$ cat src/rtl/ifc_defines.svh
// Constants for the IF filter calibration sequencer and its host
`ifndef IFC_DEFINES_SVH
`define IFC_DEFINES_SVH
// ==========================================
// Device latch indexes and fields
`define IFC_CTL_IDX 4'h0
`define IFC_BW_IDX 4'h4
`define IFC_CAL_IDX 4'h5
`define IFC_RB_IDX 4'h7
`define IFC_IDX_MSB 3
`define IFC_MUX_MSB 31
`define IFC_MUX_LSB 29
`define IFC_BW_MSB 31
`define IFC_BW_LSB 30
`define IFC_TRIM_MSB 19
`define IFC_TRIM_LSB 14
`define IFC_FINE_BIT 4
`define IFC_MANUAL_BIT 5
`define IFC_RB_EN_BIT 8
`define IFC_SEL_CAL_DONE 3'h5
`define IFC_SEL_CAL_BUSY 3'h6
// ==========================================
// Timing
`define IFC_CLK_MHZ 125
`define IFC_COARSE_US 200
`define IFC_FINE_US 5200
`define IFC_WORD_BITS 32
`define IFC_RB_BITS 16
`define IFC_RB_CLOCKS 18
`define IFC_SCLK_HALF 10
// ==========================================
// Host Avalon word indexes and bits
`define IFC_A_TX 4'h0
`define IFC_A_CMD 4'h1
`define IFC_A_STAT 4'h2
`define IFC_A_MASK 4'h3
`define IFC_A_RD 4'h4
`define IFC_A_STATE 4'h5
`define IFC_CMD_GO 0
`define IFC_CMD_RB 1
`define IFC_ST_DONE 0
`define IFC_ST_CAL 1
`define IFC_ST_REFUSED 2
`endif

$ cat src/rtl/ifc_pkg.sv
// Types shared by both ends of the calibration link
package ifc_pkg;
   // ==========================================
   // Device calibration sequencer states
   typedef enum logic [1:0] {
      CAL_IDLE = 2'b00,
      CAL_COARSE = 2'b01,
      CAL_FINE = 2'b10
   } ifc_cal_t;
   // ==========================================
   // Host serial engine states
   typedef enum logic [2:0] {
      H_IDLE = 3'b000,
      H_SHIFT = 3'b001,
      H_LATCH = 3'b010,
      H_READ = 3'b011,
      H_END = 3'b100
   } ifc_host_t;
endpackage : ifc_pkg

$ cat src/rtl/ifc_link_if.sv
// Three-wire serial link plus status pin between host and device
`timescale 1ns/10ps
interface ifc_link_if;
   logic sclk;
   logic serial_write_in;
   logic load_strobe;
   logic serial_read_out;
   logic serial_read_oe;
   logic serial_read_line;
   logic status_mux_pin;
   // ==========================================
   // Read pin level: undriven line reads low
   assign serial_read_line = serial_read_oe & serial_read_out;
   modport dev (
      input sclk, serial_write_in, load_strobe,
      output serial_read_out, serial_read_oe, status_mux_pin
   );
   modport host (
      output sclk, serial_write_in, load_strobe,
      input serial_read_line, status_mux_pin
   );
endinterface : ifc_link_if

$ cat src/rtl/ifc_dev.sv
// Device end: serial latches, readback and IF filter calibration sequencer
//
// The register offsets and register access over Avalon-MM were left to the implementer.
`timescale 1ns/10ps
`include "ifc_defines.svh"
// What this block does
// RULE1: Config register write starts self-running calibration
// RULE2: Host requests coarse calibration each receive power-up
// RULE3: Coarse calibration lasts two hundred microseconds
// RULE4: Fine request runs coarse step first
// RULE5: Status pin shows calibration complete when selected
// RULE6: Host stays off serial port during calibration
// RULE7: Host picks fine when bandwidth margin short
// RULE8: Fine result readable through serial readback
// RULE9: Manual trim field written, device applies it
// RULE10: Shift MSB first, latch by low nibble
// RULE11: Readback takes eighteen clocks, strobe held high
// RULE12: Trim holds last calibrated or written value
module ifc_dev
   import ifc_pkg::*;
#(
   parameter int COARSE_CYC = `IFC_COARSE_US * `IFC_CLK_MHZ,
   parameter int FINE_CYC = `IFC_FINE_US * `IFC_CLK_MHZ,
   parameter int TRIM_W = 6
) (
   input wire logic CLOCK,
   input wire logic RST_N,
   ifc_link_if.dev LINK,
   input wire logic [TRIM_W-1:0] CAL_MEAS,
   output logic [TRIM_W-1:0] FILTER_TRIM,
   output logic [1:0] IF_BANDWIDTH_SELECT,
   output logic CAL_BUSY
);
   localparam int CNT_W = 20;
   // ==========================================
   // Pin synchronisers
   logic [2:0] sync1_ff;
   logic [2:0] sync2_ff;
   logic [2:0] sync3_ff;
   wire logic [2:0] pins = {LINK.sclk, LINK.load_strobe, LINK.serial_write_in};
   wire logic strobe_s = sync2_ff[1];
   wire logic data_s = sync2_ff[0];
   wire logic sclk_rise = sync2_ff[2] & ~sync3_ff[2];
   wire logic strobe_rise = sync2_ff[1] & ~sync3_ff[1];
   wire logic strobe_fall = ~sync2_ff[1] & sync3_ff[1];

   // Two flops before any use; third flop only for edges
   always_ff @(posedge CLOCK or negedge RST_N) begin
      if (!RST_N) begin
         sync1_ff <= 3'h0;
         sync2_ff <= 3'h0;
         sync3_ff <= 3'h0;
      end else begin
         sync1_ff <= pins;
         sync2_ff <= sync1_ff;
         sync3_ff <= sync2_ff;
      end
   end

   // ==========================================
   // Serial write shift register and latch decode
   logic [`IFC_WORD_BITS-1:0] shift_ff;
   wire logic shift_en = sclk_rise & ~strobe_s;
   wire logic [`IFC_IDX_MSB:0] idx = shift_ff[`IFC_IDX_MSB:0];
   wire logic wr_ctl = strobe_rise & (idx == `IFC_CTL_IDX);
   wire logic wr_bw = strobe_rise & (idx == `IFC_BW_IDX);
   wire logic wr_cal = strobe_rise & (idx == `IFC_CAL_IDX);
   wire logic wr_rb = strobe_rise & (idx == `IFC_RB_IDX);
   wire logic manual = shift_ff[`IFC_MANUAL_BIT];
   wire logic fine_req = shift_ff[`IFC_FINE_BIT];
   wire logic [TRIM_W-1:0] trim_field = shift_ff[`IFC_TRIM_MSB:`IFC_TRIM_LSB];

   // New bit enters at the LSB so the first bit ends at the MSB
   always_ff @(posedge CLOCK or negedge RST_N) begin
      if (!RST_N) begin
         shift_ff <= 32'h0000_0000;
      end else if (shift_en) begin
         shift_ff <= {shift_ff[`IFC_WORD_BITS-2:0], data_s}; // RULE10
      end
   end

   // ==========================================
   // Control latches
   logic [2:0] mux_sel_ff;
   logic [1:0] bw_ff;

   // Latch target chosen by the low nibble on strobe rise
   always_ff @(posedge CLOCK or negedge RST_N) begin
      if (!RST_N) begin
         mux_sel_ff <= 3'h0;
         bw_ff <= 2'h0;
      end else begin
         if (wr_ctl) begin
            mux_sel_ff <= shift_ff[`IFC_MUX_MSB:`IFC_MUX_LSB]; // RULE10
         end
         if (wr_bw) begin
            bw_ff <= shift_ff[`IFC_BW_MSB:`IFC_BW_LSB]; // RULE10
         end
      end
   end

   // ==========================================
   // Calibration sequencer
   ifc_cal_t state_ff;
   ifc_cal_t nxt_state;
   logic [CNT_W-1:0] cnt_ff;
   logic fine_ff;
   logic done_ff;
   logic [TRIM_W-1:0] trim_ff;
   logic [TRIM_W-1:0] fine_res_ff;
   wire logic start = wr_cal & ~manual;
   wire logic coarse_end = (state_ff == CAL_COARSE) &
      (cnt_ff == CNT_W'(COARSE_CYC - 1));
   wire logic fine_end = (state_ff == CAL_FINE) &
      (cnt_ff == CNT_W'(FINE_CYC - 1));
   wire logic step_end = coarse_end | fine_end;

   // Next state; a fine request always goes through coarse first
   always_comb begin
      nxt_state = state_ff;
      unique case (state_ff)
         CAL_IDLE: begin
            if (start) begin
               nxt_state = CAL_COARSE; // RULE1
            end
         end
         CAL_COARSE: begin
            if (coarse_end) begin
               nxt_state = fine_ff ? CAL_FINE : CAL_IDLE; // RULE4
            end
         end
         CAL_FINE: begin
            if (fine_end) begin
               nxt_state = CAL_IDLE;
            end
         end
         default: begin
            nxt_state = CAL_IDLE;
         end
      endcase
   end

   // Step counter restarts at each step boundary
   always_ff @(posedge CLOCK or negedge RST_N) begin
      if (!RST_N) begin
         state_ff <= CAL_IDLE;
         cnt_ff <= 20'h0_0000;
      end else begin
         state_ff <= nxt_state;
         if (state_ff == CAL_IDLE || step_end) begin
            cnt_ff <= 20'h0_0000;
         end else begin
            cnt_ff <= cnt_ff + 20'h0_0001; // RULE3
         end
      end
   end

   // Fine flag captured at start; writes during a run are ignored
   always_ff @(posedge CLOCK or negedge RST_N) begin
      if (!RST_N) begin
         fine_ff <= 1'b0;
      end else if (start && state_ff == CAL_IDLE) begin
         fine_ff <= fine_req; // RULE4
      end
   end

   // Done flag: set at the end of the last step, cleared by a new start
   always_ff @(posedge CLOCK or negedge RST_N) begin
      if (!RST_N) begin
         done_ff <= 1'b0;
      end else if (step_end && nxt_state == CAL_IDLE) begin
         done_ff <= 1'b1; // RULE5
      end else if (start && state_ff == CAL_IDLE) begin
         done_ff <= 1'b0;
      end
   end

   // Trim only moves at a step end or a manual write
   always_ff @(posedge CLOCK or negedge RST_N) begin
      if (!RST_N) begin
         trim_ff <= 6'h00;
         fine_res_ff <= 6'h00;
      end else begin
         if (step_end) begin
            trim_ff <= CAL_MEAS; // RULE12
         end else if (wr_cal && manual && state_ff == CAL_IDLE) begin
            trim_ff <= trim_field; // RULE9
         end
         if (fine_end) begin
            fine_res_ff <= CAL_MEAS; // RULE8
         end
      end
   end

   // ==========================================
   // Readback: one dummy clock, 16 data bits, one release clock
   logic rb_arm_ff;
   logic [4:0] rb_cnt_ff;
   logic [`IFC_RB_BITS-1:0] rb_word_ff;
   logic rd_out_ff;
   logic rd_oe_ff;
   wire logic busy = (state_ff != CAL_IDLE);
   wire logic [`IFC_RB_BITS-1:0] rb_src = {done_ff, busy, bw_ff, 6'h00, fine_res_ff};
   wire logic rb_clk = sclk_rise & strobe_s & rb_arm_ff;
   wire logic rb_first = (rb_cnt_ff == 5'h00);
   wire logic rb_last = (rb_cnt_ff == 5'(`IFC_RB_CLOCKS - 1));

   // Arm on a readback latch; any strobe fall ends the read
   always_ff @(posedge CLOCK or negedge RST_N) begin
      if (!RST_N) begin
         rb_arm_ff <= 1'b0;
         rb_cnt_ff <= 5'h00;
      end else if (wr_rb) begin
         rb_arm_ff <= shift_ff[`IFC_RB_EN_BIT]; // RULE11
         rb_cnt_ff <= 5'h00;
      end else if (strobe_fall) begin
         rb_arm_ff <= 1'b0;
      end else if (rb_clk) begin
         rb_cnt_ff <= rb_cnt_ff + 5'h01;
         if (rb_last) begin
            rb_arm_ff <= 1'b0; // RULE11
         end
      end
   end

   // Word captured on the dummy clock, shifted out MSB first
   always_ff @(posedge CLOCK or negedge RST_N) begin
      if (!RST_N) begin
         rb_word_ff <= 16'h0000;
         rd_out_ff <= 1'b0;
         rd_oe_ff <= 1'b0;
      end else if (strobe_fall) begin
         rd_oe_ff <= 1'b0;
      end else if (rb_clk) begin
         if (rb_first) begin
            rb_word_ff <= rb_src; // RULE8
            rd_out_ff <= 1'b0;
            rd_oe_ff <= 1'b1;
         end else if (rb_last) begin
            rd_oe_ff <= 1'b0; // RULE11
         end else begin
            rd_out_ff <= rb_word_ff[`IFC_RB_BITS-1];
            rb_word_ff <= {rb_word_ff[`IFC_RB_BITS-2:0], 1'b0};
         end
      end
   end

   // ==========================================
   // Status pin and user-side outputs, all registered
   logic mux_ff;
   logic busy_ff;
   logic [1:0] bw_out_ff;
   wire logic nxt_mux = (mux_sel_ff == `IFC_SEL_CAL_DONE) ? done_ff :
      (mux_sel_ff == `IFC_SEL_CAL_BUSY) ? busy : 1'b0;

   // Unknown selections drive the pin low
   always_ff @(posedge CLOCK or negedge RST_N) begin
      if (!RST_N) begin
         mux_ff <= 1'b0;
         busy_ff <= 1'b0;
         bw_out_ff <= 2'h0;
      end else begin
         mux_ff <= nxt_mux; // RULE5
         busy_ff <= busy;
         bw_out_ff <= bw_ff;
      end
   end

   assign LINK.status_mux_pin = mux_ff;
   assign LINK.serial_read_out = rd_out_ff;
   assign LINK.serial_read_oe = rd_oe_ff;
   assign FILTER_TRIM = trim_ff;
   assign IF_BANDWIDTH_SELECT = bw_out_ff;
   assign CAL_BUSY = busy_ff;
endmodule : ifc_dev

$ cat src/flat_wrapper.sv
// flat-port wrapper written by rule: the top's interface ports become plain ports
module ifc_dev_flat import ifc_pkg::*;
#(
   parameter int COARSE_CYC = `IFC_COARSE_US * `IFC_CLK_MHZ,
   parameter int FINE_CYC = `IFC_FINE_US * `IFC_CLK_MHZ,
   parameter int TRIM_W = 6
)
  (CLOCK, RST_N, CAL_MEAS, FILTER_TRIM, IF_BANDWIDTH_SELECT, CAL_BUSY, LINK_sclk, LINK_serial_write_in, LINK_load_strobe, LINK_serial_read_out, LINK_serial_read_oe, LINK_status_mux_pin);
  ifc_link_if LINK_i ();
  input wire logic CLOCK;
  input wire logic RST_N;
  input wire logic [TRIM_W-1:0] CAL_MEAS;
  output logic [TRIM_W-1:0] FILTER_TRIM;
  output logic [1:0] IF_BANDWIDTH_SELECT;
  output logic CAL_BUSY;
  input wire logic [$bits(LINK_i.sclk)-1:0] LINK_sclk;
  input wire logic [$bits(LINK_i.serial_write_in)-1:0] LINK_serial_write_in;
  input wire logic [$bits(LINK_i.load_strobe)-1:0] LINK_load_strobe;
  output wire logic [$bits(LINK_i.serial_read_out)-1:0] LINK_serial_read_out;
  output wire logic [$bits(LINK_i.serial_read_oe)-1:0] LINK_serial_read_oe;
  output wire logic [$bits(LINK_i.status_mux_pin)-1:0] LINK_status_mux_pin;
  assign LINK_i.sclk = LINK_sclk;
  assign LINK_i.serial_write_in = LINK_serial_write_in;
  assign LINK_i.load_strobe = LINK_load_strobe;
  assign LINK_serial_read_out = LINK_i.serial_read_out;
  assign LINK_serial_read_oe = LINK_i.serial_read_oe;
  assign LINK_status_mux_pin = LINK_i.status_mux_pin;
  ifc_dev #(.COARSE_CYC(COARSE_CYC), .FINE_CYC(FINE_CYC), .TRIM_W(TRIM_W)) u_core (.CLOCK(CLOCK), .RST_N(RST_N), .LINK(LINK_i), .CAL_MEAS(CAL_MEAS), .FILTER_TRIM(FILTER_TRIM), .IF_BANDWIDTH_SELECT(IF_BANDWIDTH_SELECT), .CAL_BUSY(CAL_BUSY));
endmodule
$ cat config.mk
export PLATFORM = sky130hd
export DESIGN_NAME = ifc_dev_flat
export DESIGN_NICKNAME = d
export VERILOG_FILES = /design/src/rtl/ifc_pkg.sv /design/src/rtl/ifc_link_if.sv /design/src/rtl/ifc_dev.sv /design/src/flat_wrapper.sv
export VERILOG_INCLUDE_DIRS = /design/src /design/src/rtl
export SDC_FILE = /design/constraint.sdc
export NUM_CORES = 1
export LEC_CHECK = 0
export BUFFER_PORTS_ARGS = -buffer_cell sky130_fd_sc_hd__buf_4
export CORE_ASPECT_RATIO = 1.2
export CORE_UTILIZATION = 30
export CTS_CLUSTER_DIAMETER = 40
export CTS_CLUSTER_SIZE = 16
export DETAILED_ROUTE_END_ITERATION = 8
export HOLD_SLACK_MARGIN = 0.03
export SYNTH_ARGS = -nofsm -noshare
export SYNTH_HDL_FRONTEND = slang
export SYNTH_SLANG_ARGS = --single-unit
$ cat constraint.sdc
create_clock -name CLOCK -period 8.3 [get_ports CLOCK]
set_clock_uncertainty 0.2 [all_clocks]
set_input_delay 1.245 -clock CLOCK [delete_from_list [all_inputs] [get_ports CLOCK]]
set_output_delay 1.245 -clock CLOCK [all_outputs]
set_load 0.1 [all_outputs]
# Word level (Yosys, flattened, before mapping)
# Index checks and enable logic that the tools add are counted.
totals:
  inputBits: 11
  reg_bits: 110
  elab_cells: 100
  output_inout_bits: 12
classes:
  mux: 26
  bitwise_logic: 19
  eq_ne: 12
  n_reduce_logical: 21
  n_addsub: 2
op_table:
  columns: ["cell", "n"]
  rows:
  - ["$mux 16", 2]
  - ["$add 20x1->20 const B", 1]
  - ["$eq 20x15->1 const B", 1]
  - ["$eq 20x20->1 const B", 1]
  - ["$mux 20", 1]
  - ["$mux 5", 3]
  - ["$and 1x1->1", 13]
  - ["$mux 1", 13]
  - ["$eq 4x3->1 const B", 3]
  - ["$mux 6", 2]
  - ["$reduce_bool 2->1", 5]
  - ["$reduce_bool 3->1", 3]
  - ["$mux 2", 4]
  - ["$eq 3x3->1 const B", 2]
  - ["$pmux 2 s3", 1]
  - ["$reduce_and 2->1", 3]
  - ["$add 5x1->5 const B", 1]
  - ["$eq 5x5->1 const B", 1]
  - ["$logic_not 5->1", 1]
  - ["$not 1->1", 5]
  - ["$logic_and 1x1->1", 4]
  - ["$logic_not 2->1", 2]
  - ["$logic_not 4->1", 1]
  - ["$reduce_and 3->1", 1]
  - ["6 further kinds", 6]

# Depth between registers and ports, before layout
# Gate-level depths: netlist (run 1).
logic_depth:
  ltp_word: 9
  depth_mapped: 8
  depth_no_buf: 6

# Least setup slack after synthesis (run 1)
# No wires, ideal clock.
synth_path:
  kind: "flip-flop to flip-flop"
  startpoint: "register u_core.cnt_ff[6]"
  endpoint: "register u_core.trim_ff[0] (netlist: u_core.FILTER_TRIM[0])"
  required_time_ns: 7.975
  path_stages_with_launch: 7
  path_buffers: 1
  setup_time_ns: 0.125
  slack_ns: 5.632
  period_less_slack_ns: 2.668
  t_arrival_ns: 2.343
  cell_sequence: "dfrtp_1 or4_4 or4_4 or3_4 and2_4 buf_6 mux2_4"
synth_between:
  elab_chain_cells: 4
  word_cells_on_any_way: 7
  cone_classes: "eq/ne: 2; mux: 1; bitwise: 3; reduce/logical: 1"
synth_lines:
  columns: ["item", "line", "text"]
  rows:
  - ["from (decl)", "ifc_dev.sv:106", "logic [CNT_W-1:0] cnt_ff;"]
  - ["from (signal assigned)", "ifc_dev.sv:153", "cnt_ff <= cnt_ff + 20'h0_0001;"]
  - ["$eq 20x15->1 or $eq 20x20->1 (tied branches)", "ifc_dev.sv:113, ifc_dev.sv:115", null]
  - ["$and 1x1->1, on equally long branches", "ifc_dev.sv:112, ifc_dev.sv:114", null]
  - ["$or 1x1->1 (*)", "ifc_dev.sv:116", "wire logic step_end = coarse_end | fine_end;"]
  - ["$mux 6 or $reduce_bool 2->1 (tied branches)", null, null]
  - ["to (signal assigned)", "ifc_dev.sv:187", "trim_ff <= trim_field;"]
  - ["to (decl)", "ifc_dev.sv:109", "logic [TRIM_W-1:0] trim_ff;"]
# Mark *: on every way between the ends. The rest lies on a longest branch, timed or not.
# A chain may end at the register's enable or synchronous reset.

# Worst setup path in the final report (run 1)
layout_path:
  startpoint: "register u_core.cnt_ff[6]"
  endpoint: "register u_core.trim_ff[1] (netlist: u_core.FILTER_TRIM[1])"
# Same word-level chain as after synthesis.

==> out/summary.txt, run 1 <==
status: finished with violations
failing checks: DRC
Leak Pwr: 2.49 nW
post-CTS sizing: 0
CTS Hold Bufs: 0
Die H: 137 microns
Crit-path slowest cell: or4_4
clock sink count: 109
H-tree depth: 3
GR Util All Layers: 11.5%
Synth cell types: 41
Final nets: 421
max-slew violations: 0
min cycle time layout: 2.68 ns
met2 GRT Util: 19.3%
WL/cell: 13.2 microns
PortBufs: 22
syn_nets: 397
die width: 115 microns
Detail Placement HPWL: 5610 microns
flops & latches, synth: 109
worst skew pair latency: 0.34 ns
period utilization: 32.3%
share of layout cells above drive strength 1: 26.5%
Worst Setup Start Kind: register
setup TNS: 0 ns
max_slew headroom: 25.5%
critical path's most frequent cell: or4_4
first-pass iteration count of the detailed router: 6
total power: 0.00118 W
utilization after layout: 35.5%
CTS root buf: clkbuf_16
Iteration-0 DRC Markers: 176
mean area per synthesized cell: 12.0 sq um
Clk pin slew, worst setup/hold paths: 0.07 ns
most instantiated library cell after synthesis: dfrtp_1
critical path cell sequence: or4_4 > or4_4 > or3_4 > and2_4 > mux2_4
core area: 15000 sq um
postcts setup bufs: 0
clock buffer depth: 2
first-pass GRT wire length: 14100 microns
worst path buffer plus inverter count: 0
Fillers: 1508
Vias: 2845
fmax: 373 MHz
Hold WC Path Type: reg2reg
top-level port count: 23
Rows: 49
met1 Track Usage GR: 13.9%
Fin Hold WS: 0.151 ns
CP delay by family, top: simple AND/OR/NAND/NOR gates
pwr dens: 222 nW/um^2
Arr. time, crit path: 2.71 ns
register area: 2730 sq um
met3 global-route usage: 2.86%
Synth area leaders: dfrtp_1 59%, mux2_2 12%, nand2_1 4.2%
RSZ-0062 raised after global routing: no
Hold Fails Final Rpt: 0
crit end category: register
dominant cell type by area after synthesis: dfrtp_1
Required @ worst endpoint: 8.33 ns
Commonest cells post-synth: 109 x dfrtp_1, 51 x nand2_1, 50 x mux2_2
Post-route DRC: 2
top cell type's share of synthesized area: 59.4%
number of synthesized flops with an enable pin: 0
Mapped Cells: 382
largest net degree at the start of global routing: 92
synth warn: 0
CTS tree: yes
Num CTS Buffers: 9
Multi-input gate area: 1810 sq um
post-synthesis async set-or-reset flop share: 100%
worst slew pin tran: 1.10 ns
Final Setup Violations: 0
CP max FO: 7
Mapped Area: 4590 sq um
synthesis-to-layout area growth: 15.7%
vias in the first global route: 2891
initial antenna violation count: 0
Initial Util: 30.7%
Vias/cell: 4.63
crit path kind: reg2reg
top_reg_cell synth: dfrtp_1
WL final: 8090 microns
largest stage delay on the critical path: 0.55 ns
Diodes inserted: 0
grt total ovfl: 0
sequential cell area fraction in the yosys report: 59.4%
gpl congestion: 0.818
max-cap violations: 0
die area: 15800 sq um
Peak VDD IR: 101 uV
busiest grt layer: met2
Detail Route Antenna Nets: 0
[sequential cells by signal, indices dropped and copies added, names as in the netlist, 2 cells and up]
register                    flops
u_core.IF_BANDWIDTH_SELECT      2
u_core.mux_sel_ff               3
u_core.sync2_ff                 3
u_core.sync1_ff                 3
u_core.rb_word_ff              16
u_core.shift_ff                32
u_core.rb_cnt_ff                5
u_core.bw_ff                    2
u_core.FILTER_TRIM              6
u_core.cnt_ff                  20
u_core.sync3_ff                 2
u_core.fine_res_ff              6
u_core.state_ff                 2
[per-stage QoR]
stage | cell area [sq um] | cells | setup WS [ns]
6_report | 5310 | 615 | 5.62
5_1_grt | 5310 | 615 | 5.55
4_1_cts | 5310 | 615 | 5.63
3_5_place_dp | 4990 | 599 | 5.51
3_3_place_gp | 4990 | 599 | 5.55
2_1_floorplan | 4590 | 382 | 5.63
[kinds of logic after synthesis]
logic type | after synthesis | share of synthesized area (%)
buf+inv | 15 | 1.42
compound gates | 21 | 2.73
flops | 109 | 59.4
simple gates | 156 | 17.1
fa+ha+maj | 4 | 1.09
mux | 56 | 14.2
xor+xnor | 21 | 4.01
[worst reg2reg max path: stages, from the launching register on]
cell,delay [ns]
dfrtp_1,0.42
or4_4,0.55
or4_4,0.50
or3_4,0.40
and2_4,0.19
mux2_4,0.30
[final timing paths]
| kind | from | end | slack [ns] | cells after the start |
|---|---|---|---|---|
| worst max-delay path | u_core.cnt_ff[6] | u_core.FILTER_TRIM[1] | 5.62 | 5 |
| worst min-delay path | u_core.sync1_ff[0] | u_core.sync2_ff[0] | 0.15 | 0 |
| worst max register to register | u_core.cnt_ff[6] | u_core.FILTER_TRIM[1] | 5.62 | 5 |
| worst min register to register | u_core.sync1_ff[0] | u_core.sync2_ff[0] | 0.15 | 0 |
| max in group asynchronous | RST_N | u_core.rb_word_ff[11] | 5.98 | 2 |
| min in group asynchronous | RST_N | u_core.cnt_ff[19] | 0.56 | 1 |
[cell type report]
type                       instances  area share, %
sequential                       109           51.4
multi-input combinational        258           34.1
tap                              204           4.81
clock buffer                       9           4.24
timing repair buffer              24           3.39
clock inverter                     7           1.84
inverter                           4          0.283
[cells in the final DEF, fill, tap and decap left out, types with 4 or more instances in the layout]
master	instances
ha_1	4
a31oi_1	9
nor2_1	40
nand2_1	51
nor3_1	4
clkbuf_16	9
dfrtp_1	109
mux2_4	6
nand3_1	19
inv_1	4
a21oi_1	4
nor2b_1	4
xor2_1	15
xnor2_1	6
buf_4	24
mux2_2	50
nand4_1	9
o21ai_0	5
[routing by layer]
metal	vias up	part of all wire, %
li1	1368	-
met1	1435	45
met2	34	51
met3	8	2.3
met4	0	1.2
met5	-	0
[where the power goes]
part / switching, W / internal [W] / leakage, nW
Sequential: 0.0000306 / 0.000567 / 1.46
Combinational: 0.0000837 / 0.0000454 / 0.878
Clock: 0.000189 / 0.000265 / 0.152
Power figures use the tool's default switching activity.
==> run 2, diff against run 1 <==
Clock period 8.3 ns to 2.2 ns, I/O delays scaled along.
==> out/summary.txt, run 2 (synthesis gave the netlist of run 1 again) <==
worst skew pair latency: 0.34 ns
RSZ-0062 raised after global routing: yes
Fillers: 1430
cell area after placement: 5300 sq um
final instance area: 5960 sq um
first-pass GRT wire length: 15100 microns
crit end category: register
synthesis-to-layout area growth: 29.8%
Initial Util: 30.7%
critical path cell sequence: or4_4 > or4_4 > or3_4 > and2_4 > mux2_4
Die H: 137 microns
PortBufs: 22
grt total ovfl: 0
core area: 15000 sq um
top flop regs: u_core.shift_ff: 32 flops, u_core.cnt_ff: 20 flops, u_core.rb_word_ff: 16 flops
Hold Fails Final Rpt: 0
CTS root buf: clkbuf_16
Arr. time, crit path: 2.54 ns
Clk pin slew, worst setup/hold paths: 0.07 ns
WL final: 9260 microns
status: finished with violations
max_slew headroom: 75.0%
Final WS setup: -0.309 ns
critical path's most frequent cell: or4_4
Final Setup Violations: 34
Multi-input gate area: 1890 sq um
min cycle time layout: 2.51 ns
CP max FO: 7
gpl congestion: 0.892
clock sink count: 109
commonest cells after routing, fill and taps aside: 109 x dfrtp_1, 61 x buf_4, 50 x mux2_2, 49 x nand2_1, 40 x nor2_1
commonest non-fill, non-tap cell in the layout: dfrtp_1
largest stage delay on the critical path: 0.54 ns
die area: 15800 sq um
Post-route DRC: 0
register area: 2730 sq um
crit path kind: reg2reg
Iteration-0 DRC Markers: 155
Worst Setup Start Kind: register
Num CTS Buffers: 9
Fin Hold WS: 0.150 ns
Rows: 49
max-cap violations: 0
max-slew violations: 0
Peak VDD IR: 435 uV
Detail Placement HPWL: 6110 microns
GR Util All Layers: 12.6%
worst slew pin tran: 0.373 ns
first-pass iteration count of the detailed router: 6
Hold WC Path Type: reg2reg
Vias/cell: 4.63
Diodes inserted: 0
initial antenna violation count: 0
largest net degree at the start of global routing: 53
share of layout cells above drive strength 1: 34.0%
total power: 0.00498 W
fmax: 398 MHz
clock buffer depth: 2
Detail Route Antenna Nets: 0
Crit-path slowest cell: or4_4
top register by number of flip-flops: u_core.shift_ff
Required @ worst endpoint: 2.23 ns
failing checks: setup timing
Final nets: 477
CTS tree: yes
WL/cell: 13.8 microns
pwr dens: 836 nW/um^2
Leak Pwr: 2.86 nW
Vias: 3108
period utilization: 114%
die width: 115 microns
H-tree depth: 3
vias in the first global route: 3104
top-level port count: 23
Largest register FFs: 32
==> run 2: changes by cell type in the layout (fill, tap and decap cells not counted), moves of 3 or more <==
cell	delta
buf_4	+37
buf_6	+4
buf_12	+3
dlygate4sd3_1	+10
clkbuf_1	+3
==> run 2: worst max-delay path: cells and delay by family (launching register included) <==
| family | cells | cell delay [ns] |
|---|---|---|
| flip-flops | 1 | 0.38 |
| multiplexers | 1 | 0.30 |
| AND/OR/NAND/NOR | 4 | 1.51 |
==> run 2: timing repair <==
item | in CTS | in global routing
gates cloned | 0 | 3
resized for setup | 8 | 10
setup endpoints to repair | 33 | 38
setup buffers | 5 | 1
pin swaps | 1 | 5
hold buffers | 9 | 1
hold endpoints to repair | 119 | 1
==> run 2: layout make-up <==
class	count	area share [%]
multi-input combinational	258	31.7
clock buffer	12	3.97
inverter	4	0.252
tap	204	4.29
timing repair buffer	80	12.0
clock inverter	4	2.02
sequential	109	45.8
==> run 2: path summary, 6_finish.rpt <==
check | cells past startpoint | start | slack, ns | end
min in group asynchronous | 2 | RST_N | 0.17 | u_core.done_ff
max | 5 | u_core.cnt_ff[6] | -0.31 | u_core.FILTER_TRIM[3]
min | 0 | u_core.sync1_ff[2] | 0.15 | u_core.sync2_ff[2]
max in group asynchronous | 3 | RST_N | 1.05 | u_core.FILTER_TRIM[1]
max reg2reg | 5 | u_core.cnt_ff[6] | -0.31 | u_core.FILTER_TRIM[3]
min reg2reg | 0 | u_core.sync1_ff[2] | 0.15 | u_core.sync2_ff[2]
==> run 2: metal layers <==
metal  track usage (%)  vias to the layer above  share of wire (%)
met5                 0                        -                  0
met1              14.6                     1539                 44
li1                  -                     1493                  -
met4              7.72                        0                3.3
met3              2.38                       24                2.7
met2              21.4                       52                 50
==> run 2: power breakdown <==
part / switching (W) / internal (W)
logic: 0.000419 / 0.000403
registers: 0.000102 / 0.00214
clock network: 0.000688 / 0.00123
==> run 2: stage by stage <==
stage	util, %	setup TNS, ns	setup WS (ns)	cells
after floorplan	-	-4.11	-0.351	382
after detailed placement	35.4	-4.88	-0.320	636
after CTS	39.0	-7.69	-0.313	666
final	39.8	-8.07	-0.309	671
after global placement	35.4	-4.32	-0.295	636
after global routing	39.8	-10.08	-0.347	671
